`src/core/lapc_pkg.sv`:
```
/*
 lapc_pkg: constants and types of the locked-access policy configuration block.
 assumes: compiled before every design file that imports it.
*/
package lapc_pkg;
   localparam int unsigned AVS_ADDR_W = 8;
   localparam int unsigned AVS_DATA_W = 32;
   localparam int unsigned AVS_BE_W = 4;
   localparam int unsigned CFG_W = 8;

   // register indices; byte address is four times the index
   localparam logic [5:0] CFG_INDEX = 6'h01;
   localparam logic [5:0] VIOL_INDEX = 6'h03;
   localparam logic [5:0] STAT_INDEX = 6'h04;

   localparam logic [CFG_W-1:0] CFG_RESET = 8'h00;
   localparam logic [1:0] POLICY_RESET = 2'h0;
   localparam logic ACT_OPT_RESET = 1'b0;
   localparam logic VIOL_RESET = 1'b0;

   localparam int unsigned SOFT_RST_BIT = 7;
   localparam int unsigned POLICY_LSB = 4;
   localparam int unsigned POLICY_MSB = 5;
   localparam int unsigned ACT_OPT_BIT = 0;
   localparam int unsigned VIOL_BIT = 0;
   localparam int unsigned WAIT_BIT = 1;

   typedef enum logic [1:0] {
      POL_ERROR = 2'h0,
      POL_SILENT = 2'h1,
      POL_IGNORE = 2'h2,
      POL_XCS_WAIT = 2'h3
   } lapc_policy_t;

   typedef enum logic [1:0] {
      RESP_NORMAL = 2'h0,
      RESP_ERROR = 2'h1,
      RESP_NONE = 2'h2
   } lapc_resp_t;

   typedef enum logic [1:0] {
      ST_IDLE = 2'h0,
      ST_WAIT = 2'h1,
      ST_DONE = 2'h2
   } lapc_state_t;

   function automatic logic [5:0] lapc_index(input logic [AVS_ADDR_W-1:0] addr);
      return addr[AVS_ADDR_W-1:2];
   endfunction : lapc_index
endpackage : lapc_pkg

```
`src/core/lapc_top.sv`:
```
/*
 lapc_top: configuration register of the serial management interface, with the
 locked-access answer logic for LPC cycles and the activation readback option.
 assumes: Avalon-MM master on CLK; LPC cycle attributes and lock state come from
 logic on CLK and are held with LPC_REQ until LPC_DONE, except the lock, which lifts to end a long wait.
*/
// Our own choice: the Avalon-MM interface to the registers.
//
// Contract
// - configuration register clears to zero on reset.
// - writing one to bit 7 pulses the controller soft reset, bit self-clears.
// - bit 7 always reads zero.
// - policy 00: locked cycle ends with error sync, read zero, write dropped.
// - policy 01: locked cycle ends normally, read zero, write dropped.
// - policy 10: locked cycle gets no answer, no sync.
// - policy 11: locked chip-select cycle held in long wait until unlocked.
// - policy 11: other locked cycles end normally, read zero, write dropped.
// - option one: activation read gives zero when module disabled or locked.
// - option zero: activation read gives the stored activation bit.
// - locked LPC access sets sticky violation flag; write one clears it.
`timescale 1ns/10ps
`default_nettype none
module lapc_top
   import lapc_pkg::*;
(
   input wire logic CLK,
   input wire logic ARST_N,
   input wire logic [AVS_ADDR_W-1:0] AVS_ADDRESS,
   input wire logic AVS_READ,
   input wire logic AVS_WRITE,
   input wire logic [AVS_DATA_W-1:0] AVS_WRITEDATA,
   input wire logic [AVS_BE_W-1:0] AVS_BYTEENABLE,
   output logic [AVS_DATA_W-1:0] AVS_READDATA,
   output logic AVS_WAITREQUEST,
   input wire logic LPC_REQ,
   input wire logic LPC_WRITE,
   input wire logic LPC_LOCKED,
   input wire logic LPC_XCS_TARGET,
   input wire logic LPC_ACT_READ,
   input wire logic LPC_ACT_STORED,
   input wire logic LPC_FAST_DISABLED,
   output logic LPC_DONE,
   output logic [1:0] LPC_RESP_KIND,
   output logic LPC_LONG_WAIT,
   output logic LPC_READ_ZERO,
   output logic LPC_WRITE_DROP,
   output logic LPC_ACT_VALUE,
   output logic CTRL_SOFT_RESET
);
   lapc_policy_t policy_r, policy_nxt;
   logic act_opt_r, act_opt_nxt;
   logic soft_rst_r, soft_rst_nxt;
   logic viol_r, viol_nxt;
   logic waitreq_r, waitreq_nxt;
   logic [AVS_DATA_W-1:0] rdata_r, rdata_nxt;

   lapc_state_t state_r, state_nxt;
   logic done_r, done_nxt;
   lapc_resp_t kind_r, kind_nxt;
   logic lwait_r, lwait_nxt;
   logic rzero_r, rzero_nxt;
   logic wdrop_r, wdrop_nxt;
   logic actval_r, actval_nxt;

   logic bus_req;
   logic bus_take;
   logic [5:0] acc_index;
   logic cfg_wr;
   logic viol_wr_one;
   logic lpc_take;
   logic viol_set;
   logic pol_hold;
   lapc_resp_t pol_kind;
   logic pol_zero;
   logic act_value;
   logic [CFG_W-1:0] cfg_view;

   lapc_policy u_policy (
      .policy(policy_r),
      .locked(LPC_LOCKED),
      .xcs_target(LPC_XCS_TARGET),
      .hold(pol_hold),
      .kind(pol_kind),
      .data_zero(pol_zero)
   );

   // one wait cycle per access; the access takes effect when waitrequest is low
   assign bus_req = AVS_READ | AVS_WRITE;
   assign bus_take = bus_req & ~waitreq_r;
   assign acc_index = lapc_index(AVS_ADDRESS);
   assign cfg_wr = bus_take & AVS_WRITE & AVS_BYTEENABLE[0] & (acc_index == CFG_INDEX);
   assign viol_wr_one = bus_take & AVS_WRITE & AVS_BYTEENABLE[0]
                        & (acc_index == VIOL_INDEX) & AVS_WRITEDATA[VIOL_BIT];

   assign lpc_take = (state_r == ST_IDLE) & LPC_REQ;
   assign viol_set = lpc_take & LPC_LOCKED;

   // bit 7 and the reserved bits are never stored, so they read zero
   always_comb begin
      cfg_view = CFG_RESET;
      cfg_view[POLICY_MSB:POLICY_LSB] = policy_r;
      cfg_view[ACT_OPT_BIT] = act_opt_r;
   end

   always_comb begin
      act_value = LPC_ACT_STORED;
      if (act_opt_r) begin
         act_value = LPC_ACT_STORED & ~LPC_FAST_DISABLED & ~LPC_LOCKED;
      end
      if (!LPC_ACT_READ || LPC_WRITE) begin
         act_value = 1'b0;
      end
   end

   always_comb begin
      waitreq_nxt = 1'b1;
      rdata_nxt = rdata_r;
      if (bus_req && waitreq_r) begin
         waitreq_nxt = 1'b0;
         rdata_nxt = '0;
         if (AVS_READ) begin
            unique case (acc_index)
               CFG_INDEX: rdata_nxt[CFG_W-1:0] = cfg_view;
               VIOL_INDEX: rdata_nxt[VIOL_BIT] = viol_r;
               STAT_INDEX: rdata_nxt[WAIT_BIT] = lwait_r;
               default: rdata_nxt = '0;
            endcase
         end
      end
   end

   always_comb begin
      policy_nxt = policy_r;
      act_opt_nxt = act_opt_r;
      soft_rst_nxt = 1'b0;
      if (cfg_wr) begin
         policy_nxt = lapc_policy_t'(AVS_WRITEDATA[POLICY_MSB:POLICY_LSB]);
         act_opt_nxt = AVS_WRITEDATA[ACT_OPT_BIT];
         soft_rst_nxt = AVS_WRITEDATA[SOFT_RST_BIT];
      end
      // a new violation wins over a clear in the same cycle
      viol_nxt = viol_r;
      if (viol_wr_one) begin
         viol_nxt = 1'b0;
      end
      if (viol_set) begin
         viol_nxt = 1'b1;
      end
   end

   always_comb begin
      state_nxt = state_r;
      done_nxt = 1'b0;
      kind_nxt = kind_r;
      lwait_nxt = lwait_r;
      rzero_nxt = rzero_r;
      wdrop_nxt = wdrop_r;
      actval_nxt = actval_r;
      unique case (state_r)
         ST_IDLE: begin
            if (LPC_REQ) begin
               if (pol_hold) begin
                  state_nxt = ST_WAIT;
                  lwait_nxt = 1'b1;
               end else begin
                  state_nxt = ST_DONE;
                  done_nxt = 1'b1;
                  kind_nxt = pol_kind;
                  rzero_nxt = pol_zero & ~LPC_WRITE;
                  wdrop_nxt = pol_zero & LPC_WRITE;
                  actval_nxt = act_value & ~pol_zero;
               end
            end
         end
         ST_WAIT: begin
            // held until the lock lifts; no timeout, the lock owner must release
            if (!LPC_LOCKED) begin
               state_nxt = ST_DONE;
               done_nxt = 1'b1;
               lwait_nxt = 1'b0;
               kind_nxt = RESP_NORMAL;
               rzero_nxt = 1'b0;
               wdrop_nxt = 1'b0;
               actval_nxt = act_value;
            end
         end
         ST_DONE: begin
            state_nxt = ST_IDLE;
         end
         default: begin
            state_nxt = ST_IDLE;
            lwait_nxt = 1'b0;
         end
      endcase
   end

   always_ff @(posedge CLK or negedge ARST_N) begin
      if (!ARST_N) begin
         policy_r <= lapc_policy_t'(POLICY_RESET);
         act_opt_r <= ACT_OPT_RESET;
         soft_rst_r <= 1'b0;
         viol_r <= VIOL_RESET;
         waitreq_r <= 1'b1;
         rdata_r <= '0;
      end else begin
         policy_r <= policy_nxt;
         act_opt_r <= act_opt_nxt;
         soft_rst_r <= soft_rst_nxt;
         viol_r <= viol_nxt;
         waitreq_r <= waitreq_nxt;
         rdata_r <= rdata_nxt;
      end
   end

   always_ff @(posedge CLK or negedge ARST_N) begin
      if (!ARST_N) begin
         state_r <= ST_IDLE;
         done_r <= 1'b0;
         kind_r <= RESP_NORMAL;
         lwait_r <= 1'b0;
         rzero_r <= 1'b0;
         wdrop_r <= 1'b0;
         actval_r <= 1'b0;
      end else begin
         state_r <= state_nxt;
         done_r <= done_nxt;
         kind_r <= kind_nxt;
         lwait_r <= lwait_nxt;
         rzero_r <= rzero_nxt;
         wdrop_r <= wdrop_nxt;
         actval_r <= actval_nxt;
      end
   end

   assign AVS_READDATA = rdata_r;
   assign AVS_WAITREQUEST = waitreq_r;
   assign LPC_DONE = done_r;
   assign LPC_RESP_KIND = kind_r;
   assign LPC_LONG_WAIT = lwait_r;
   assign LPC_READ_ZERO = rzero_r;
   assign LPC_WRITE_DROP = wdrop_r;
   assign LPC_ACT_VALUE = actval_r;
   assign CTRL_SOFT_RESET = soft_rst_r;

   logic cfg_rd_take;
   assign cfg_rd_take = bus_take & AVS_READ & (acc_index == CFG_INDEX);
endmodule : lapc_top
`default_nettype wire

```
`src/core/lapc_policy.sv`:
```
/*
 lapc_policy: decodes the locked-access policy into the answer for one LPC cycle.
 assumes: purely combinational; the caller registers the results.
*/
`timescale 1ns/10ps
`default_nettype none
module lapc_policy
   import lapc_pkg::*;
(
   input wire lapc_policy_t policy,
   input wire logic locked,
   input wire logic xcs_target,
   output logic hold,
   output lapc_resp_t kind,
   output logic data_zero
);
   always_comb begin
      hold = 1'b0;
      kind = RESP_NORMAL;
      data_zero = 1'b0;
      if (locked) begin
         unique case (policy)
            POL_ERROR: begin
               kind = RESP_ERROR;
               data_zero = 1'b1;
            end
            POL_SILENT: begin
               kind = RESP_NORMAL;
               data_zero = 1'b1;
            end
            POL_IGNORE: begin
               kind = RESP_NONE;
               data_zero = 1'b1;
            end
            POL_XCS_WAIT: begin
               hold = xcs_target;
               data_zero = ~xcs_target;
            end
         endcase
      end
   end
endmodule : lapc_policy
`default_nettype wire

```
`config.mk`:
```
export PLATFORM = sky130hd
export DESIGN_NAME = lapc_top
export DESIGN_NICKNAME = d
export VERILOG_FILES = /design/src/core/lapc_pkg.sv /design/src/core/lapc_top.sv /design/src/core/lapc_policy.sv
export SDC_FILE = /design/constraint.sdc
export NUM_CORES = 1
export LEC_CHECK = 0
export ABC_AREA = 1
export BUFFER_PORTS_ARGS = -buffer_cell sky130_fd_sc_hd__clkbuf_2
export CORE_ASPECT_RATIO = 2
export CORE_UTILIZATION = 42
export DETAILED_ROUTE_END_ITERATION = 12
export PLACE_DENSITY = 0.92
export RECOVER_POWER = 25
export SLEW_MARGIN = 20
export SYNTH_ARGS = -nofsm -noshare
export SYNTH_HDL_FRONTEND = slang
export SYNTH_HIERARCHICAL = 1
export SYNTH_SLANG_ARGS = --single-unit
```
`constraint.sdc`:
```
create_clock -name CLK -period 3.8 [get_ports CLK]
set_clock_uncertainty 0.1 [all_clocks]
set_input_delay 0 -clock CLK [delete_from_list [all_inputs] [get_ports CLK]]
set_output_delay 0 -clock CLK [all_outputs]
set_load 0.05 [all_outputs]
```
Word level (Yosys, flattened, before mapping)
Index checks and enable logic that the tools add are counted.
{"block": "word_totals", "ff_bits": 47, "elab_cells": 99}
{"block": "op_classes", "n_mux": 42, "n_eq_ne": 12, "bitwise": 21, "reduce_logical": 11}
{"cell": "1-bit two-way mux", "count": 23}
{"cell": "2-bit two-way mux", "count": 7}
{"cell": "1-bit AND", "count": 13}
{"cell": "1-bit one-hot mux with 2 select lines", "count": 6}
{"cell": "2-bit one-hot mux with 2 select lines", "count": 3}
{"cell": "2-bit != test (second input constant)", "count": 4}
{"cell": "4-bit AND reduction", "count": 2}
{"cell": "1-bit inverter", "count": 7}
{"cell": "2-bit equality test (second input constant)", "count": 3}
{"cell": "6-bit by 1-bit equality test with 1-bit output (second input constant)", "count": 1}
{"cell": "6-bit by 2-bit equality test with 1-bit output (second input constant)", "count": 1}
{"cell": "6-bit by 3-bit equality test with 1-bit output (second input constant)", "count": 1}
{"cell": "6-bit two-way mux", "count": 1}
{"cell": "2-bit by 1-bit equality test with 1-bit output (second input constant)", "count": 2}
{"cell": "2-bit zero test", "count": 2}
{"cell": "4-bit two-way mux", "count": 1}
{"cell": "2-bit nonzero test", "count": 2}
{"cell": "1-bit one-hot mux with 3 select lines", "count": 1}
{"cell": "3-bit OR reduction", "count": 1}
{"cell": "2-bit AND reduction", "count": 1}
{"cell": "1-bit logical AND", "count": 1}
{"cell": "1-bit zero test", "count": 1}
{"cell": "1-bit logical OR", "count": 1}
{"cell": "1-bit OR", "count": 1}

Depth between registers and ports, before layout
Gate-level depths: netlist of the first run.
{"block": "logic_depth", "word_depth": 9, "mapped_depth": 8}

Modules after synthesis
The synthesis of the first run kept the hierarchy.
{"mod": "lapc_top", "seq_area_each_um2": 476.7, "instances": 1, "area_per_inst_um2": 1146.1, "cells_each": 138}
{"mod": "lapc_policy", "seq_area_each_um2": 0.0, "instances": 1, "area_per_inst_um2": 32.5, "cells_each": 8}

Worst setup path after synthesis of the first run
No wires, ideal clock.
{"block": "synth_path", "kind": "reg-to-reg", "startpoint": "register policy_r[0]", "endpoint": "register rzero_r, in the netlist LPC_READ_ZERO", "period_less_slack_ns": 1.224, "setup_time_ns": 0.120, "t_arrival_ns": 1.003, "path_slack_ns": 2.576, "n_path_buf": 0, "stages_incl_launch_ff": 8, "cell_sequence": "dfrtp_1 > nand3_1 > nor2_1 > inv_1 > nand3_2 > nand2_8 > nor2_2 > a21oi_2"}
{"item": "start: declaration", "line_no": "lapc_top.sv:50", "text": "lapc_policy_t policy_r, policy_nxt;"}
{"item": "start signal: assignment", "line_no": "lapc_top.sv:199", "text": "policy_r <= lapc_policy_t'(POLICY_RESET);"}
{"item": "start signal: assignment", "line_no": "lapc_top.sv:206", "text": "policy_r <= policy_nxt;"}
{"item": "2-bit equality test", "line_no": "lapc_policy.sv:22", "text": "unique case (policy)"}
{"item": "1-bit two-way mux", "line_no": "lapc_policy.sv:22"}
{"item": "1-bit two-way mux", "line_no": "lapc_policy.sv:21", "text": "if (locked) begin"}
{"item": "named net pol_hold", "line_no": "lapc_top.sv:72", "text": "logic pol_hold;"}
{"item": "2-bit != test (no line)"}
{"item": "4-bit AND reduction (no line)"}
{"item": "end signal: assignment", "line_no": "lapc_top.sv:229", "text": "rzero_r <= rzero_nxt;"}
{"item": "end: declaration", "line_no": "lapc_top.sv:61", "text": "logic rzero_r, rzero_nxt;"}
The timed path passes the listed nets, and every way through them passes these cells. The select of a mux whose other input is x is not followed.
A chain may end at the register's enable or synchronous reset.

Worst setup path after layout of the first run
{"block": "layout_path", "startpoint": "input port AVS_ADDRESS[5]", "endpoint": "register rdata_r[1], in the netlist AVS_READDATA[1]"}
{"block": "layout_via", "elab_chain_len": 3}
{"item": "start: declaration", "line_no": "lapc_top.sv:28", "text": "input wire logic [AVS_ADDR_W-1:0] AVS_ADDRESS,"}
{"item": "6-bit by 3-bit equality test with 1-bit output", "line_no": "lapc_top.sv:122", "text": "unique case (acc_index)"}
{"item": "1-bit two-way mux", "line_no": "lapc_top.sv:122"}
{"item": "6-bit two-way mux", "line_no": "lapc_top.sv:121", "text": "if (AVS_READ) begin"}
{"item": "end signal: assignment", "line_no": "lapc_top.sv:211", "text": "rdata_r <= rdata_nxt;"}
{"item": "end: declaration", "line_no": "lapc_top.sv:55", "text": "logic [AVS_DATA_W-1:0] rdata_r, rdata_nxt;"}
Every way passes these cells.

==> flow_summary_export.csv, run 1 <==
group,metric,value,unit
pwr,irDropWorstVdd,0.193,mV
sta,hold_viol_final,0,
pwr,p_leak,0.835,nW
global_route,first_global_vias,903,
cells_and_area,nets,253,
cells_and_area,fillCellCount,252,
synth,syn_inst,146,
global_route,track_usage,16.1,%
cells_and_area,syn2layout_area_growth,23.8,%
worst_setup_path,slowest_delay,0.57,ns
clocking,cts.sinks,19,
synth,seq_area_frac_synth,40.4,%
cells_and_area,post-route-util,56.1,%
placement,place_area,0.00127,mm^2
worst_setup_path,critPathLaunch,"AVS_ADDRESS[5]",
clocking,cts_buffers,3,
global_route,antenna_found_initial,0,
global_route,grt_overflow_total,0,
placement,hpwlAfterDp,1.62,mm
worst_setup_path,r2r_start,"state_r[0]$_DFFE_PN0P_",
min_path,hp-class,"in -> reg",
worst_setup_path,worstPathRequired,3.87,ns
worst_setup_path,worstPathMaxFanout,2,
placement,gp_congestion,0.655,
worst_setup_path,crit_path_cell_trace,"dlygate4sd3_1 -> clkbuf_2 -> nor2_1 -> dlygate4sd3_1 -> nand4_1 -> dlygate4sd3_1 -> o21ai_0",
clocking,htree_levels,1,
global_route,grt_max_degree,20,
clocking,cts_tree,"built",
worst_setup_path,worstSetupEndpointType,"flip-flop",
floorplanning,die_y,76.9,um
routing,num_vias,973,
routing,ant_nets,0,
pwr,pwr_density_cell,355,mW/mm^2
cells_and_area,antenna_cells,0,
sta,grt_setup_unrepaired,"false",
placement,port_buffers,34,
min_path,min_from,"LPC_LOCKED",
sta,drv_slew,0,
cells_and_area,seq_area,477,um^2
routing,wire_per_inst,9.79,um
sta,whs,0.00824,ns
worst_setup_path,cp_num_buf_inv,4,
routing,firstDrtPassIters,4,
clocking,cts_root_buf,"clkbuf_8",
synth,yosys_warnings,6,
sta,setup_viol,0,
status,status,"completed",
synth,synth_cell_types,20,
synth,synth_area,0.00118,mm^2
worst_setup_path,rrSetupSlack,2.36,ns
floorplanning,dieArea,0.00304,mm^2
floorplanning,core,0.00260,mm^2
routing,drt_iter0_markers,24,
floorplanning,initial_core_util,45.3,%
run,maxCapViolations,0,
worst_setup_path,criticalPathCategory,"in -> reg",
clocking,clock_path_buffers,2,
clocking,worstSkewPairLatency,0.25,ns
sta,fin_crit_sh,53.2,%
cells_and_area,drive_gt1_share,26.9,%
floorplanning,die_x,39.5,um
floorplanning,num_io_pins,96,
sta,tns,0,ns
worst_setup_path,crit_family,"buffers and inverters",
worst_setup_path,slowest_stage,"dlygate4sd3_1",
sta,period_minus_slack,2.02,ns
routing,viasPerCell,4.32,
cells_and_area,final_area,0.00146,mm^2
pwr,finalPower,519,uW
global_route,grt_pass1_wl,3.54,mm
clocking,clkSlewWorstSetupHoldPaths,0.07,ns
sta,fmax,0.495,GHz
synth,syn_avg_cell_area,8.07,um^2
worst_setup_path,critical_path.most_common_cell,"dlygate4sd3_1",
routing,drc_errors,0,
worst_setup_path,worstSetupStartpointType,"primary input",
cells_and_area,multi_input_area,533,um^2
worst_setup_path,arrival,2.09,ns
floorplanning,rows,26,
sta,relSlewSlack,34.3,%
routing,drt-total-wl,2.20,mm
synth,ys_seq_elements,19,
sta,max_slew.worst_pin.slew,0.985,ns
[power by group]
group | switching, mW | internal (mW) | total, mW
sequential | 0.00882 | 0.214 | 0.223
combinational | 0.126 | 0.0345 | 0.160
clock | 0.0612 | 0.0743 | 0.135
total | 0.196 | 0.323 | 0.519
[final timing paths]
kind                       cells past startpoint                          end
max                                            7  AVS_READDATA[1]$_DFFE_PN0P_
min                                            3       state_r[0]$_DFFE_PN0P_
max reg2reg                                    4           viol_r$_DFFE_PN0P_
min reg2reg                                    2           viol_r$_DFFE_PN0P_
max in group asynchronous                      2    LPC_READ_ZERO$_DFFE_PN0P_
min in group asynchronous                      2  AVS_READDATA[0]$_DFFE_PN0P_
[layer usage]
| layer | wire [um] | share of wire (%) | GRT usage (%) | up-vias |
|---|---|---|---|---|
| li1 | - | - | - | 496 |
| met1 | 823 | 37 | 16.7 | 428 |
| met3 | 133 | 6.0 | 1.73 | 2 |
| met4 | 17 | 0.77 | 6.21 | 0 |
| met2 | 1230 | 56 | 29.7 | 47 |
| met5 | 0 | 0 | 0 | - |
[cell type report]
class / count / share of cell area [%]
clock buffers: 4 / 3.09
multi-input cells: 110 / 36.5
inverters: 16 / 4.12
well taps: 28 / 2.40
repair buffers: 48 / 21.2
flip-flops and latches: 19 / 32.7
[registers in the layout, summed over array words and instances (netlist names)]
signal / cells
act_opt_r: 1
CTRL_SOFT_RESET: 1
LPC_DONE: 1
LPC_ACT_VALUE: 1
LPC_READ_ZERO: 1
viol_r: 1
LPC_RESP_KIND: 2
AVS_READDATA: 4
LPC_LONG_WAIT: 1
LPC_WRITE_DROP: 1
policy_r: 2
AVS_WAITREQUEST: 1
state_r: 2
[cells in the final DEF, fill, tap and decap left out, types with 2 or more instances in the layout]
master and count:
nand2_1 35, nor2_1 12, clkbuf_2 33, nor2_4 3, nand4_1 2, inv_1 15, nand3_1 13, dfrtp_1 18
a21oi_2 4, conb_1 28, nand3_2 2, dlygate4sd3_1 14, nor2_2 4, clkbuf_8 3, clkbuf_1 2, o21ai_0 2
[through the flow]
stage,instances,setup slack [ns]
final,225,1.78
after global routing,225,1.67
after CTS,225,1.82
after detailed placement,207,2.40
after global placement,207,2.45
after floorplan,173,2.58
[kinds of logic (layout without fill, tap and decap cells)]
| family | after synthesis | in the layout | share of synthesized area (%) |
|---|---|---|---|
| flops | 19 | 19 | 40.4 |
| buf+inv | 44 | 68 | 22.9 |
| compound gates | 7 | 7 | 4.46 |
| other cells | 1 | 28 | 0.318 |
| simple gates | 75 | 75 | 31.8 |
[Yosys cell counts]
master | instances | area, um^2
a21oi_2 | 4 | 35.0
and3_1 | 1 | 6.26
buf_4 | 28 | 210
conb_1 | 1 | 3.75
dfrtp_1 | 18 | 450
dfstp_2 | 1 | 26.3
inv_1 | 15 | 56.3
inv_2 | 1 | 3.75
nand2_1 | 35 | 131
nand2_4 | 1 | 11.3
nand2_8 | 1 | 20.0
nand3_1 | 13 | 65.1
nand3_2 | 2 | 20.0
nand4_1 | 2 | 12.5
nor2_1 | 12 | 45.0
nor2_2 | 4 | 25.0
nor2_4 | 3 | 33.8
nor3_1 | 1 | 5.00
o21a_1 | 1 | 7.51
o21ai_0 | 2 | 10.0
[repair_timing]
action / 4_1_cts / 5_1_grt
setup buffers: 0 / 0
gates resized for setup: 0 / 0
hold buffers: 14 / 0
endpoints found under the hold margin: 31 / 0
[worst reg2reg max path, delay by kind of cell (launching register included)]
kind	cells	cell delay, ns
buffers and inverters	1	0.55
flip-flops	1	0.42
AND/OR/NAND/NOR	3	0.30
Power figures use the tool's default switching activity.
==> run 2, diff against run 1 <==
- ABC_AREA: 1 -> 0
- CORE_UTILIZATION: 42 -> 37
- PLACE_DENSITY: 0.92 -> 0.85
- clock period: 3.8 -> 2.1 ns (I/O delays scaled with it)
==> run 2 against run 1 <==
Against the previous run: sequential share of layout area increased by 0.75 points; cell count shrank 14%; sequential power rose by 79%; largest power group unchanged; setup slack lost 1.6 ns; critical endpoint is now CTRL_SOFT_RESET$_DFF_PN0_; synthesized area is 5.9% lower; critical path type unchanged; utilization down 5.2 points; register-to-register slack worse by 2.1 ns; wire length up 1.3%; design area down 2.2%; combinational power grew 70%; non-clock buffer count is 3 higher; global-route usage shrank 1.8 points; largest cell class unchanged.
==> flow_summary_export.csv, run 2 <==
group,metric,value,unit
synth,ys.flop_type,"dfrtp_1",
floorplanning,die_y,79.4,um
clocking,cts_root_buf,"clkbuf_8",
synth,synth_top_area_cell,"dfrtp_1",
pwr,pwr_density_cell,643,mW/mm^2
sta,drv_slew,0,
min_path,hp-class,"in -> reg",
sta,max_slew.worst_pin.slew,1.01,ns
routing,num_vias,902,
routing,firstDrtPassIters,6,
sta,fmax,0.516,GHz
routing,drt_iter0_markers,12,
routing,ant_nets,0,
placement,port_buffers,34,
clocking,cts_buffers,3,
sta,period_minus_slack,1.94,ns
synth,synth_area,0.00111,mm^2
routing,wire_per_inst,11.5,um
worst_setup_path,worstPathMaxFanout,4,
cells_and_area,nets,221,
floorplanning,rows,27,
synth,synth_top_family_by_area,"buffers and inverters",
synth,synth_compound_area_share,8.24,%
cells_and_area,largest_register_ffs,4,
worst_setup_path,arrival,2.03,ns
worst_setup_path,crit_family,"buffers and inverters",
worst_setup_path,crit_path_cell_trace,"dlygate4sd3_1 -> clkbuf_2 -> or2b_2 -> or3_4 -> nor3_2 -> dlygate4sd3_1",
synth,synth_area_leaders,"dfrtp_1 (41%), buf_4 (19%), nand2_1 (4.4%), mux2_4 (4.1%), mux2i_1 (3.6%)",
synth,ys_seq_elements,19,
worst_setup_path,cp_num_buf_inv,3,
synth,synthAdderAreaFrac,0,%
clocking,cts_tree,"built",
synth,synth_edf_count,0,
placement,gp_congestion,0.699,
sta,grt_setup_unrepaired,"false",
worst_setup_path,worstPathRequired,2.19,ns
run,maxCapViolations,0,
cells_and_area,fin_cells,194,
synth,yosys_warnings,6,
cells_and_area,syn2layout_area_growth,28.7,%
status,status,"completed",
worst_setup_path,criticalPathCategory,"in -> reg",
clocking,htree_levels,1,
sta,relSlewSlack,32.6,%
synth,synth_xor_area_share,0,%
cells_and_area,post-route-util,50.9,%
synth,seq_area_frac_synth,43.0,%
cells_and_area,mostFrequentLayoutCells,"clkbuf_2 (33), conb_1 (28), dfrtp_1 (18)",
clocking,clock_path_buffers,2,
cells_and_area,final_common_cell,"clkbuf_2",
floorplanning,initial_core_util,39.5,%
floorplanning,num_io_pins,96,
sta,tns,0,ns
cells_and_area,antenna_cells,0,
placement,hpwlAfterDp,1.58,mm
synth,synth.most_common_cell,"buf_4",
global_route,grt_max_degree,20,
min_path,hold_path_depth,4,
floorplanning,core,0.00280,mm^2
clocking,cts.sinks,19,
synth,post_synth_and_or_nand_nor_area_fraction,18.1,%
routing,drc_errors,0,
cells_and_area,drive_gt1_share,30.9,%
cells_and_area,fillCellCount,264,
global_route,grt_pass1_wl,3.18,mm
worst_setup_path,worstSetupEndpointType,"flip-flop",
global_route,antenna_found_initial,0,
synth,synth_mux_area_share,9.71,%
clocking,worstSkewPairLatency,0.25,ns
sta,fin_crit_sh,92.2,%
worst_setup_path,ff2ff_path_depth,5,
floorplanning,die_x,40.7,um
synth,synth_top_area_share,40.6,%
worst_setup_path,critical_path.most_common_cell,"dlygate4sd3_1",
worst_setup_path,cp_num_cells,6,
global_route,track_usage,14.3,%
synth,synthArstFlopShare,100,%
synth,syn_inst,111,
clocking,cts_setup_buffers,0,
pwr,p_leak,0.733,nW
global_route,first_global_vias,821,
placement,dp.cells,174,
sta,hold_viol_final,0,
synth,synth_commonest_cells,"buf_4 (28), dfrtp_1 (18), nand2_1 (13)",
routing,drt-total-wl,2.23,mm
worst_setup_path,worstSetupStartpointType,"primary input",
synth,synth_cell_types,30,
worst_setup_path,slowest_delay,0.56,ns
synth,syn_avg_cell_area,9.99,um^2
pwr,irDropWorstVdd,0.238,mV
clocking,clkSlewWorstSetupHoldPaths,0.07,ns
worst_setup_path,slowest_stage,"dlygate4sd3_1",
floorplanning,dieArea,0.00323,mm^2
routing,viasPerCell,4.65,
global_route,grt_overflow_total,0,
sta,setup_viol,0,
==> run 2: timing repair <==
action | in CTS | in global routing
hold endpoints to repair | 32 | 0
hold buffers | 16 | 0
endpoints found under the setup margin | 0 | 1
gates resized for setup | 0 | 2
==> run 2: layout make-up <==
cell class / count / area (um^2) / share of cell area, %
multi-input combinational: 86 / 513 / 36.0
timing repair buffer: 51 / 337 / 23.6
inverter: 5 / 18.8 / 1.32
tap: 29 / 36.3 / 2.54
sequential: 19 / 477 / 33.4
clock buffer: 4 / 45.0 / 3.16
==> run 2: stage by stage <==
step | hold slack [ns] | power [mW] | setup slack, ns | cell area, um^2
after floorplan | -0.396 | 0.642 | 0.239 | 1210
after global placement | -0.135 | 0.654 | 0.283 | 1210
after detailed placement | -0.126 | 0.657 | 0.243 | 1210
after CTS | 0.00183 | 0.922 | 0.0705 | 1420
after global routing | 0.0416 | 0.960 | 0.104 | 1430
final | 0.0155 | 0.917 | 0.163 | 1430
==> run 2: worst paths after layout <==
check,start,endpoint,slack [ns]
setup / recovery,AVS_ADDRESS[2],CTRL_SOFT_RESET$_DFF_PN0_,0.16
hold / removal,AVS_ADDRESS[3],viol_r$_DFFE_PN0P_,0.02
setup reg to reg,policy_r[0]$_DFFE_PN0P_,LPC_ACT_VALUE$_DFFE_PN0P_,0.22
hold reg to reg,AVS_READDATA[1]$_DFFE_PN0P_,AVS_READDATA[1]$_DFFE_PN0P_,0.38
max in group asynchronous,ARST_N,AVS_READDATA[4]$_DFFE_PN0P_,0.94
min in group asynchronous,ARST_N,act_opt_r$_DFFE_PN0P_,0.35
==> run 2: logic make-up after synthesis <==
logic type,count (synthesis)
DFF,19
AOI/OAI and AO/OA,14
other,1
buffers and inverters,33
muxes,9
and+or+nand+nor,35
==> run 2: per-layer routing <==
layer | track usage, % | wire (um)
met1 | 12.8 | 771
met2 | 27.3 | 1300
met3 | 2.51 | 141
met4 | 6.00 | 23
met5 | 0 | 0
==> run 2: report_power, final <==
part           total, mW  internal, mW  switching (mW)
Sequential         0.400         0.385          0.0144
Clock              0.245         0.135           0.111
Combinational      0.272        0.0644           0.208
Total              0.917         0.584           0.333
==> run 2: worst reg2reg max path, delay by kind of cell, from the launching register on <==
family,cells,cell delay [ns]
AND/OR/NAND/NOR,3,0.66
flip-flops,1,0.44
multiplexers,1,0.35
AO/OA/AOI/OAI,1,0.22
